`config.mk`:
```
export PLATFORM = sky130hd
export DESIGN_NAME = ctf_ctrl
export DESIGN_NICKNAME = d
export VERILOG_FILES = /design/src/ctf_pkg.sv /design/src/ctf_timeout.sv /design/src/ctf_ctrl.sv
export SDC_FILE = /design/constraint.sdc
export NUM_CORES = 1
export LEC_CHECK = 0
export BUFFER_PORTS_ARGS = -buffer_cell sky130_fd_sc_hd__buf_2
export CAP_MARGIN = 20
export CELL_PAD_IN_SITES_DETAIL_PLACEMENT = 0
export CELL_PAD_IN_SITES_GLOBAL_PLACEMENT = 2
export CORE_MARGIN = 4
export CORE_UTILIZATION = 25
export CTS_CLUSTER_DIAMETER = 200
export DETAILED_ROUTE_END_ITERATION = 8
export HOLD_SLACK_MARGIN = 0.05
export PLACE_DENSITY = 0.64
export SETUP_SLACK_MARGIN = 0.5
export SLEW_MARGIN = 20
export SYNTH_ARGS = -nofsm -noshare
export SYNTH_HDL_FRONTEND = slang
export SYNTH_SLANG_ARGS = --single-unit
```
`constraint.sdc`:
```
create_clock -name CLK -period 2.9 [get_ports CLK]
set_clock_uncertainty 0.1 [all_clocks]
set_input_delay 0.29 -clock CLK [delete_from_list [all_inputs] [get_ports CLK]]
set_output_delay 0.29 -clock CLK [all_outputs]
set_load 0.05 [all_outputs]
```
`src/ctf_pkg.sv`:
```
package ctf_pkg;

  // Clock
  localparam int unsigned CLK_PERIOD_NS = 10;

  // Timeouts in their own unit, converted to clock cycles (least times, rounded up)
  localparam int unsigned TX_LOW_TIMEOUT_NS   = 1000000;
  localparam int unsigned BUS_HOLD_TIMEOUT_NS = 1000000;
  localparam int unsigned TX_LOW_TIMEOUT_CYC   = (TX_LOW_TIMEOUT_NS + CLK_PERIOD_NS - 1) / CLK_PERIOD_NS;
  localparam int unsigned BUS_HOLD_TIMEOUT_CYC = (BUS_HOLD_TIMEOUT_NS + CLK_PERIOD_NS - 1) / CLK_PERIOD_NS;

  // Consecutive dominant cycles with the receive pin high before the receive fault
  localparam logic [2:0] RX_STUCK_CYCLES = 3'h7;

  // Bus geometry
  localparam int unsigned WB_AW = 8;
  localparam int unsigned WB_DW = 32;

  // Register byte addresses
  localparam logic [WB_AW-1:0] ADDR_CTRL   = 8'h00;
  localparam logic [WB_AW-1:0] ADDR_STATUS = 8'h04;
  localparam logic [WB_AW-1:0] ADDR_MASK   = 8'h08;
  localparam logic [WB_AW-1:0] ADDR_STATE  = 8'h0C;

  // Control register fields
  localparam int unsigned CTRL_MODE_LSB = 0;
  localparam int unsigned CTRL_INH_BIT  = 2;

  // Operating mode field
  typedef enum logic [1:0] {
    MODE_SLEEP_NOWAKE = 2'h0,
    MODE_LISTEN       = 2'h1,
    MODE_SLEEP_WAKE   = 2'h2,
    MODE_NORMAL       = 2'h3
  } ctf_mode_t;

  localparam ctf_mode_t MODE_RESET = MODE_SLEEP_WAKE;

  // Fault flags, bit 0 upward: tx low, rx high, bus dominant, then four shorts
  typedef struct packed {
    logic canl_gnd;
    logic canl_batt;
    logic canh_gnd;
    logic canh_batt;
    logic bus_dom;
    logic rx_high;
    logic tx_low;
  } ctf_flags_t;

  localparam int unsigned FLAG_W = 7;
  localparam logic [FLAG_W-1:0] ERROR_CLASS = 7'h07;
  localparam logic [FLAG_W-1:0] FLAGS_RESET = 7'h00;

  // Short comparator inputs from the analog front end
  typedef struct packed {
    logic canl_gnd;
    logic canl_batt;
    logic canh_gnd;
    logic canh_batt;
  } ctf_short_t;

  // Live state register fields
  localparam int unsigned ST_MODE_LSB = 0;
  localparam int unsigned ST_LOW_POWER_OFF_STATE    = 2;
  localparam int unsigned ST_DRV      = 3;
  localparam int unsigned ST_RX       = 4;
  localparam int unsigned ST_TXLOCK   = 5;
  localparam int unsigned ST_RXLOCK   = 6;

endpackage

```
`src/ctf_timeout.sv`:
```
`timescale 1ns/1ps
`default_nettype none
module ctf_timeout #(
  parameter int unsigned LIMIT = 16,
  parameter int unsigned W     = $clog2(LIMIT + 1)
) (
  // Clock and reset
  input  wire logic clk,
  input  wire logic rst,
  // Count control
  input  wire logic run,
  output logic      expired
);

  logic [W-1:0] cnt_q;

  // Counts run cycles, holds at the limit, clears when run drops
  always_ff @(posedge clk or posedge rst) begin
    if (rst) begin
      cnt_q <= '0;
    end else if (!run) begin
      cnt_q <= '0;
    end else if (cnt_q != W'(LIMIT)) begin
      cnt_q <= cnt_q + 1'b1;
    end
  end

  // One pulse when run has lasted the full limit
  assign expired = run && (cnt_q == W'(LIMIT - 1));

endmodule // ctf_timeout
`default_nettype wire

```
`src/ctf_ctrl.sv`:
```
// The placing of the registers and the Wishbone register port were decided locally.
`timescale 1ns/1ps
`default_nettype none
module ctf_ctrl #(
  parameter int unsigned TX_TIMEOUT_CYC  = ctf_pkg::TX_LOW_TIMEOUT_CYC,
  parameter int unsigned BUS_TIMEOUT_CYC = ctf_pkg::BUS_HOLD_TIMEOUT_CYC
) (
  // Clock and reset
  input  wire logic                      CLK,
  input  wire logic                      RST,
  // Wishbone slave
  input  wire logic                      WB_CYC_I,
  input  wire logic                      WB_STB_I,
  input  wire logic                      WB_WE_I,
  input  wire logic [ctf_pkg::WB_AW-1:0] WB_ADR_I,
  input  wire logic [3:0]                WB_SEL_I,
  input  wire logic [ctf_pkg::WB_DW-1:0] WB_DAT_I,
  output logic      [ctf_pkg::WB_DW-1:0] WB_DAT_O,
  output logic                           WB_ACK_O,
  // Chip state and controller pins
  input  wire logic                      LOW_POWER_OFF_STATE,
  input  wire logic                      TXD,
  input  wire logic                      RXD_SENSE,
  output logic                           RXD,
  output logic                           TXD_PULLDOWN,
  output logic                           RXD_PULLDOWN,
  // Analog front end
  input  wire logic                      BUS_DOMINANT,
  input  wire ctf_pkg::ctf_short_t       SHORTS,
  output logic                           DRV_EN,
  output logic                           RX_EN,
  output logic                           BUS_INPUT_PULLDOWN,
  // Interrupt
  output logic                           INT
);
  import ctf_pkg::*;

  ctf_mode_t         mode_q;
  ctf_mode_t         saved_q;
  logic              inhibit_q;
  ctf_flags_t        status_q;
  logic [FLAG_W-1:0] mask_q;
  logic              low_power_off_state_q;
  logic              tx_lock_q;
  logic              rx_lock_q;
  logic              txd_q;
  logic              rx_seen_low_q;
  logic [2:0]        rx_cnt_q;
  logic              ack_q;
  logic [WB_DW-1:0]  dat_q;
  logic              drv_q;
  logic              rxen_q;
  logic              rxd_q;
  logic              low_power_off_state_out_q;
  logic              int_q;

  logic              wr_ctrl;
  logic              wr_status;
  logic              wr_mask;
  logic              bus_req;
  logic              supervise;
  logic              lp_enter;
  logic              lp_exit;
  logic              tx_expired;
  logic              bus_expired;
  logic              rx_fault;
  logic              dom_end;
  logic              drv_ok;
  logic              rx_ok;
  ctf_flags_t        set_flags;
  logic [FLAG_W-1:0] clr_flags;
  logic [WB_DW-1:0]  rd_data;

  // Bus write strobes at the edge where the master samples ack
  assign bus_req   = WB_CYC_I && WB_STB_I;
  assign wr_ctrl   = bus_req && ack_q && WB_WE_I && WB_SEL_I[0] && (WB_ADR_I == ADDR_CTRL);
  assign wr_status = bus_req && ack_q && WB_WE_I && WB_SEL_I[0] && (WB_ADR_I == ADDR_STATUS);
  assign wr_mask   = bus_req && ack_q && WB_WE_I && WB_SEL_I[0] && (WB_ADR_I == ADDR_MASK);

  // Low-power-off edges
  assign lp_enter = LOW_POWER_OFF_STATE && !low_power_off_state_q;
  assign lp_exit  = !LOW_POWER_OFF_STATE && low_power_off_state_q;

  // Supervision window
  assign supervise = !LOW_POWER_OFF_STATE && ((mode_q == MODE_NORMAL) || (mode_q == MODE_LISTEN));

  // Timeout counters
  ctf_timeout #(
    .LIMIT (TX_TIMEOUT_CYC)
  ) u_tx_timeout (
    .clk     (CLK),
    .rst     (RST),
    .run     (supervise && !TXD && !tx_lock_q),
    .expired (tx_expired)
  );

  ctf_timeout #(
    .LIMIT (BUS_TIMEOUT_CYC)
  ) u_bus_timeout (
    .clk     (CLK),
    .rst     (RST),
    .run     (supervise && BUS_DOMINANT),
    .expired (bus_expired)
  );

  // Receive stuck check: one dominant cycle ends when the transmit input rises
  assign dom_end  = TXD && !txd_q;
  assign rx_fault = supervise && dom_end && !rx_seen_low_q && !rx_lock_q
                    && (rx_cnt_q == RX_STUCK_CYCLES - 3'h1);

  always_ff @(posedge CLK or posedge RST) begin
    if (RST) begin
      txd_q         <= 1'b1;
      rx_seen_low_q <= 1'b0;
      rx_cnt_q      <= 3'h0;
    end else begin
      txd_q <= TXD;
      if (!supervise) begin
        rx_seen_low_q <= 1'b0;
        rx_cnt_q      <= 3'h0;
      end else if (!TXD && txd_q) begin
        rx_seen_low_q <= !RXD_SENSE;
      end else if (!TXD && !RXD_SENSE) begin
        rx_seen_low_q <= 1'b1;
      end else if (dom_end) begin
        if (rx_seen_low_q || rx_fault) begin
          rx_cnt_q <= 3'h0;
        end else begin
          rx_cnt_q <= rx_cnt_q + 3'h1;
        end
      end
    end
  end

  // Mode field with low-power-off save and restore and fault MSB clear
  always_ff @(posedge CLK or posedge RST) begin
    if (RST) begin
      mode_q  <= MODE_RESET;
      saved_q <= MODE_RESET;
      low_power_off_state_q <= 1'b0;
    end else begin
      low_power_off_state_q <= LOW_POWER_OFF_STATE;
      if (lp_enter) begin
        saved_q <= mode_q;
        if (mode_q != MODE_SLEEP_NOWAKE) begin
          mode_q <= MODE_SLEEP_WAKE;
        end
      end else if (lp_exit) begin
        mode_q <= saved_q;
      end else if (tx_expired || rx_fault) begin
        mode_q <= ctf_mode_t'({1'b0, mode_q[0]});
      end else if (wr_ctrl && !LOW_POWER_OFF_STATE) begin
        mode_q <= ctf_mode_t'(WB_DAT_I[CTRL_MODE_LSB +: 2]);
      end
    end
  end

  // Fault locks
  always_ff @(posedge CLK or posedge RST) begin
    if (RST) begin
      tx_lock_q <= 1'b0;
      rx_lock_q <= 1'b0;
    end else begin
      if (tx_expired) begin
        tx_lock_q <= 1'b1;
      end else if (tx_lock_q && mode_q == MODE_NORMAL && TXD) begin
        tx_lock_q <= 1'b0;
      end
      if (rx_fault) begin
        rx_lock_q <= 1'b1;
      end else if (wr_ctrl && !LOW_POWER_OFF_STATE
                   && WB_DAT_I[CTRL_MODE_LSB +: 2] == MODE_NORMAL) begin
        rx_lock_q <= 1'b0;
      end
    end
  end

  // Pin and front-end controls
  assign drv_ok = !LOW_POWER_OFF_STATE && mode_q == MODE_NORMAL && !tx_lock_q && !rx_lock_q;
  assign rx_ok  = !LOW_POWER_OFF_STATE && (mode_q == MODE_NORMAL || mode_q == MODE_LISTEN) && !rx_lock_q;

  always_ff @(posedge CLK or posedge RST) begin
    if (RST) begin
      drv_q       <= 1'b0;
      rxen_q      <= 1'b0;
      rxd_q       <= 1'b1;
      low_power_off_state_out_q <= 1'b0;
    end else begin
      drv_q       <= drv_ok && !TXD && !tx_expired && !rx_fault;
      rxen_q      <= rx_ok && !rx_fault;
      rxd_q       <= LOW_POWER_OFF_STATE ? 1'b0 : (rx_ok ? !BUS_DOMINANT : 1'b1);
      low_power_off_state_out_q <= LOW_POWER_OFF_STATE;
    end
  end

  // Fault flags, set wins over write-one-to-clear
  always_comb begin
    set_flags           = '0;
    set_flags.tx_low    = tx_expired;
    set_flags.rx_high   = rx_fault;
    set_flags.bus_dom   = bus_expired;
    set_flags.canh_batt = (mode_q == MODE_NORMAL) && !LOW_POWER_OFF_STATE && SHORTS.canh_batt;
    set_flags.canh_gnd  = (mode_q == MODE_NORMAL) && !LOW_POWER_OFF_STATE && SHORTS.canh_gnd;
    set_flags.canl_batt = (mode_q == MODE_NORMAL) && !LOW_POWER_OFF_STATE && SHORTS.canl_batt;
    set_flags.canl_gnd  = (mode_q == MODE_NORMAL) && !LOW_POWER_OFF_STATE && SHORTS.canl_gnd;
  end

  assign clr_flags = wr_status ? WB_DAT_I[FLAG_W-1:0] : '0;

  always_ff @(posedge CLK or posedge RST) begin
    if (RST) begin
      status_q  <= FLAGS_RESET;
      mask_q    <= FLAGS_RESET;
      inhibit_q <= 1'b0;
    end else begin
      status_q <= (status_q & ~clr_flags) | set_flags;
      if (wr_mask) begin
        mask_q <= WB_DAT_I[FLAG_W-1:0];
      end
      if (wr_ctrl) begin
        inhibit_q <= WB_DAT_I[CTRL_INH_BIT];
      end
    end
  end

  // Interrupt from unmasked error-class flags only
  always_ff @(posedge CLK or posedge RST) begin
    if (RST) begin
      int_q <= 1'b0;
    end else begin
      int_q <= !inhibit_q && (|(status_q & mask_q & ERROR_CLASS));
    end
  end

  // Read mux
  always_comb begin
    rd_data = '0;
    if (WB_ADR_I == ADDR_CTRL) begin
      rd_data[CTRL_MODE_LSB +: 2] = mode_q;
      rd_data[CTRL_INH_BIT]       = inhibit_q;
    end else if (WB_ADR_I == ADDR_STATUS) begin
      rd_data[FLAG_W-1:0] = status_q;
    end else if (WB_ADR_I == ADDR_MASK) begin
      rd_data[FLAG_W-1:0] = mask_q;
    end else if (WB_ADR_I == ADDR_STATE) begin
      rd_data[ST_MODE_LSB +: 2] = mode_q;
      rd_data[ST_LOW_POWER_OFF_STATE]         = LOW_POWER_OFF_STATE;
      rd_data[ST_DRV]           = drv_q;
      rd_data[ST_RX]            = rxen_q;
      rd_data[ST_TXLOCK]        = tx_lock_q;
      rd_data[ST_RXLOCK]        = rx_lock_q;
    end
  end

  // Wishbone handshake: ack one cycle after the request, dropped the cycle after
  always_ff @(posedge CLK or posedge RST) begin
    if (RST) begin
      ack_q <= 1'b0;
      dat_q <= '0;
    end else begin
      ack_q <= bus_req && !ack_q;
      if (bus_req && !ack_q) begin
        dat_q <= rd_data;
      end
    end
  end

  assign WB_ACK_O           = ack_q;
  assign WB_DAT_O           = dat_q;
  assign DRV_EN             = drv_q;
  assign RX_EN              = rxen_q;
  assign RXD                = rxd_q;
  assign RXD_PULLDOWN       = low_power_off_state_out_q;
  assign TXD_PULLDOWN       = low_power_off_state_out_q;
  assign BUS_INPUT_PULLDOWN = low_power_off_state_out_q;
  assign INT                = int_q;
endmodule // ctf_ctrl
`default_nettype wire

```
### Word level (Yosys, flattened, before mapping)

Index checks and enable logic that the tools add are counted.

| storage, ports and cells | value |
|---|---|
| register bits after elaboration | 73 |
| input port bits | 57 |
| output and inout port bits | 40 |

| operators by class | value |
|---|---|
| $add $sub $neg | 3 |
| equality and inequality tests | 19 |
| multiplexer cells | 29 |
| bitwise gates (word level) | 4 |
| reductions and logical operators | 66 |

Operators by type and width:

| kind | count |
|---|---|
| $mux 17 | 4 |
| $logic_and 1x1->1 | 40 |
| $add 17x1->17 const B | 2 |
| $eq 17x17->1 const B | 2 |
| $ne 17x17->1 const B | 2 |
| $mux 7 | 4 |
| $mux 3 | 6 |
| $eq 8x4->1 const B | 2 |
| $logic_not 1->1 | 13 |
| $mux 2 | 5 |
| $mux 1 | 9 |
| $eq 8x3->1 const B | 1 |
| $logic_not 8->1 | 1 |
| $ne 2x2->1 const B | 4 |
| $and 7x7->7 | 1 |
| $not 7->7 | 1 |
| $or 7x7->7 | 1 |
| $reduce_and 3->1 | 2 |
| $reduce_bool 2->1 | 3 |
| $eq 2x2->1 const B | 2 |
| $mux 4 | 1 |
| $ne 2x1->1 const B | 2 |
| $reduce_bool 4->1 | 1 |
| $add 3x1->3 const B | 1 |
| other kinds (9) | 11 |

### Depth between registers and ports, before layout

| depth | value |
|---|---|
| depth after elaboration | 13 |
| gate-level depth with buffers | 7 |
| mapped depth without buffers | 7 |

### By module

Synthesis repeated with hierarchy kept, for this count alone.

| unflattened totals | value |
|---|---|
| cells, all modules | 415 |
| area total of the unflattened synthesis | 4162.7 um^2 |

Modules (own cells, without submodules):

| module | times used | cells an instance | area an instance (um^2) |
|---|---|---|---|
| ctf_ctrl | 1 | 215 | 2178.3 |
| ctf_timeout | 2 | 100 | 992.2 |

### Worst setup path before layout

No wires, ideal clock.

| timing path | value |
|---|---|
| kind | register to register |
| from | register ack_q (netlist: WB_ACK_O) |
| to | register mask_q[0] |
| library setup time | 0.125 ns |
| arrival time | 1.736 ns |
| required time | 2.675 ns |
| slack | 0.939 ns |
| cell stages (with the launch flop) | 5 |
| period minus slack after synthesis | 1.961 ns |
| cells stage by stage | dfrtp_1 and4_1 nand4_1 nor2_1 mux2_2 |

| between the ends | value |
|---|---|
| longest elaborated chain between the ends | 4 |

RTL lines:

| element | RTL line | source |
|---|---|---|
| start: declaration | ctf_ctrl.sv:49 | `logic ack_q;` |
| start signal: assignment | ctf_ctrl.sv:261 | `ack_q <= bus_req && !ack_q;` |
| $logic_and 1x1->1 (4 in a row) | ctf_ctrl.sv:78 | `assign wr_mask = bus_req && ack_q && WB_WE_I && WB_SEL_I[0] && (WB_ADR_I == ADDR_MASK);` |
| end signal: assignment | ctf_ctrl.sv:218 | `mask_q <= WB_DAT_I[FLAG_W-1:0];` |
| end: declaration | ctf_ctrl.sv:42 | `logic [FLAG_W-1:0] mask_q;` |

Every way passes these cells.
A chain may end at the register's enable or synchronous reset.

### Worst setup path after layout

| timing path | value |
|---|---|
| from | input TXD |
| to | register mode_q[0] |

| between the ends | value |
|---|---|
| longest elaborated chain between the ends | 8 |
| elaborated cells between the ends (all ways) | 12 |
| classes of those cells | 1 x eq/ne; 11 x reduce/logical |

RTL lines:

| element | RTL line | source |
|---|---|---|
| start: declaration | ctf_ctrl.sv:22 | `input wire logic TXD,` |
| $logic_and 1x1->1 | ctf_ctrl.sv:107 | `assign dom_end = TXD && !txd_q;` |
| $logic_and 1x1->1 (3 in a row) | ctf_ctrl.sv:108 | `assign rx_fault = supervise && dom_end && !rx_seen_low_q && !rx_lock_q` |
| $logic_and 1x1->1 | ctf_ctrl.sv:109 | `&& (rx_cnt_q == RX_STUCK_CYCLES - 3'h1);` |
| $logic_or 1x1->1 * | ctf_ctrl.sv:150 | `end else if (tx_expired \|\| rx_fault) begin` |
| $ne 3x3->1 (no line) * | - |  |
| $reduce_and 3->1 (no line) * | - |  |
| end signal: assignment | ctf_ctrl.sv:149 | `mode_q <= saved_q;` |
| end signal: assignment | ctf_ctrl.sv:151 | `mode_q <= ctf_mode_t'({1'b0, mode_q[0]});` |
| end signal: assignment | ctf_ctrl.sv:153 | `mode_q <= ctf_mode_t'(WB_DAT_I[CTRL_MODE_LSB +: 2]);` |
| end: declaration | ctf_ctrl.sv:38 | `ctf_mode_t mode_q;` |

Mark *: on every way between the ends. The rest lies on a longest branch, timed or not.

==> results.toml <==
[timing]
holdWs_ns = 0.0652
setup_viol = 0
relSlewSlack = 0.517
clock.fmax_mhz = 441
fin_crit_sh = 0.782
min_period_ns = 2.27
slew_viol_final = 0
final_hold_viol_count = 0
fin_setup_tns_ns = 0
rsz0062_at_grt = "false"
worst_pin_slew_ns = 0.723

[detailed_routing]
wl_um = 8530
first_pass_iters = 4
met3WireLength_um = 352
antenna_left = 0
routed_via_density = 4.45
drtIter0Drc = 118
met2_length_um = 3980
m1WireLength_um = 4040
dr_total_vias = 2793
highest_layer = "met4"
wl_per_cell_um = 13.6
drc_errors = 0

[floorplan]
coreArea_um2 = 15100
start_util = 0.254
rows = 45
die_x_um = 132
die_area_um2 = 17400
ios = 97
die_h_um = 132

[worst_setup_path]
slowest_delay_ns = 0.52
cp-end-kind = "register"
ff2ff_path_depth = 5
cp.arrival_ns = 2.39
cp_top_family = "simple AND/OR/NAND/NOR gates"
cp_slowest_cell = "dlygate4sd3_1"
cp-start-kind = "input port"
cp_cell_sequence = "dlygate4sd3_1, buf_2, or3b_1, or4_4, o21ai_2, a2111oi_1, or2_1"
crit_fanout = 8
cp.depth = 7
critical_path_class = "input port to register"
cp_num_buf_inv = 2
crit_required_ns = 3.02

[power_and_ir_drop]
peakVddDrop_mv = 0.305
power.leakage_nw = 2.02
power_density_nw_per_um2 = 583

[logic_synthesis]
synth_xor_area_frac = 0.0592
synthSimpleGateAreaFrac = 0.224
synth_cells = 386
synth_adder_area_share = 0.0260
synth.avg_cell_area_um2 = 9.96
synth-seq-area-share = 0.477
synthDistinctLibCells = 50
synth_top_family_by_area = "simple AND/OR/NAND/NOR gates"
synthArstFlopShare = 1.00
synthMuxAreaShare = 0.0547
synth-compound-area-share = 0.0801
synth_seq_cells = 73
synthFlopType = "dfrtp_1"
yosysWarnings = 0
synth-edff-count = 0
syn_area_um2 = 3840

[grt]
track_usage = 0.103
grt_pass1_vias = 2936
grt_max_degree = 44
antenna_found_initial = 0
grt_overflow_total = 0
grt_first_pass_wirelength_um = 14600

[cts]
h-tree-depth = 3
numCtsBuffers = 9
clockRootBuffer = "clkbuf_16"
clkTransAtPathRegs_ns = 0.06
post_cts_buffers = 0
cts_tree = "built"
cts_buffer_depth = 2
clk_latency_ns = 0.34
clock-sinks = 73

[hold_path]
min_path_type = "input port to register"
whs_path_depth = 2

[placement]
gp_congestion = 0.730
io_buffers = 43
dp_hpwl_um = 6280

[run_status]
status = "completed"

[run]
maxCapViolCount = 0

[cells_and_area]
drive_gt1_frac = 0.205
area_delta_synth_final_pct = 18.2
nNetsFinal = 499
antenna_cells = 0
## worst paths after layout
check,from,to,slack [ns]
setup / recovery,TXD,mode_q[0],0.63
setup reg to reg,u_bus_timeout.cnt_q[13],u_bus_timeout.cnt_q[2],0.73
max in group asynchronous,RST,mode_q[1],1.45
min in group asynchronous,RST,u_tx_timeout.cnt_q[0],0.53
hold / removal,BUS_DOMINANT,RXD,0.07
hold reg to reg,WB_DAT_O[4],WB_DAT_O[4],0.37
## sequential cells by signal, indices dropped and copies added, names as in the netlist, 2 cells and up
| register | count |
|---|---|
| saved_q | 2 |
| mask_q | 7 |
| u_tx_timeout.cnt_q | 17 |
| mode_q | 2 |
| rx_cnt_q | 3 |
| u_bus_timeout.cnt_q | 17 |
| WB_DAT_O | 7 |
| status_q | 7 |
## placed cells by master, fill, tap and decap left out, types with 3 or more instances in the layout
master | Yosys | final
nand4_1 | 7 | 7
and4_1 | 4 | 4
o21ai_0 | 13 | 13
or3b_2 | 3 | 3
nand3b_1 | 4 | 4
dfrtp_1 | 69 | 69
a21oi_1 | 11 | 11
or3_1 | 5 | 5
nor2_1 | 44 | 44
a22o_1 | 5 | 5
ha_1 | 8 | 8
nand2b_1 | 10 | 10
nand3_1 | 18 | 18
conb_1 | 1 | 25
inv_1 | 17 | 16
and3_1 | 8 | 8
nor3_1 | 9 | 9
nor4_1 | 5 | 5
a21o_1 | 5 | 5
nand2_1 | 30 | 30
xor2_1 | 16 | 16
bufinv_16 | 0 | 3
mux2_2 | 14 | 14
mux2i_1 | 3 | 3
buf_2 | 1 | 43
a22oi_1 | 4 | 4
dfstp_2 | 4 | 4
clkbuf_16 | 0 | 9
xnor2_1 | 10 | 10
## final cells by class
class,count,area (um2)
Clock inverter,6,108
Inverter,17,63.8
Tap cell,188,235
Timing Repair Buffer,48,270
Sequential cell,73,1830
Clock buffer,10,229
Multi-Input combinational cell,285,1800
Fill cell,1563,10600
## synth_stat cells, drive strengths merged (5+ instances only)
cell / number / share of area
and3: 8 / 0.013
nor2: 44 / 0.043
buf: 30 / 0.057
mux2: 14 / 0.041
xnor2: 10 / 0.023
nor4: 6 / 0.011
nand3: 18 / 0.023
clkbuf: 5 / 0.0049
a22o: 5 / 0.011
xor2: 16 / 0.036
or3: 5 / 0.0081
nand2: 30 / 0.029
o21ai: 15 / 0.021
nand2b: 10 / 0.016
a21oi: 11 / 0.014
ha: 8 / 0.026
inv: 17 / 0.017
nand4: 7 / 0.011
a21o: 5 / 0.0098
dfrtp: 69 / 0.45
nor3: 9 / 0.012
## metrics by stage
stage               power [mW]  instances  setup slack [ns]  area (um2)  utilization
global route              2.77        627             0.536        4540        0.300
floorplan                 1.35        410             0.663        3930            -
CTS                       2.71        627             0.615        4540        0.300
detailed placement        1.41        609             0.657        4180        0.276
finish                    2.65        627             0.633        4540        0.300
global placement          1.40        609             0.689        4180        0.276
## where the power goes
part	internal (mW)	switching, mW
sequential	1.07	0.0348
combinational	0.0883	0.194
clock	0.837	0.428
total	1.99	0.657
## per-layer routing
layer	GRT usage	vias up
met3	0.0206	11
li1	-	1392
met5	0	-
met4	0.0490	0
met1	0.134	1342
met2	0.165	48
## cell families after synthesis
kind of cell,after synthesis
and+or+nand+nor,161
DFF,73
buffers and inverters,52
AOI/OAI and AO/OA,47
xor gates and xnor gates,26
muxes,18
adders and majority gates,8
other,1
## worst register-to-register path, delay by kind of cell (launching register included)
family	cells	cell delay, ns
flip-flops	1	0.40
AND/OR/NAND/NOR	4	1.49
AO/OA/AOI/OAI	1	0.07
## timing repair
action / CTS / global route
endpoints found under the hold margin: 30 / 0
gates resized for setup: 0 / 1
setup endpoints to repair: 0 / 1
hold buffers: 2 / 0
Note: power is estimated with default switching activity, not from simulation.
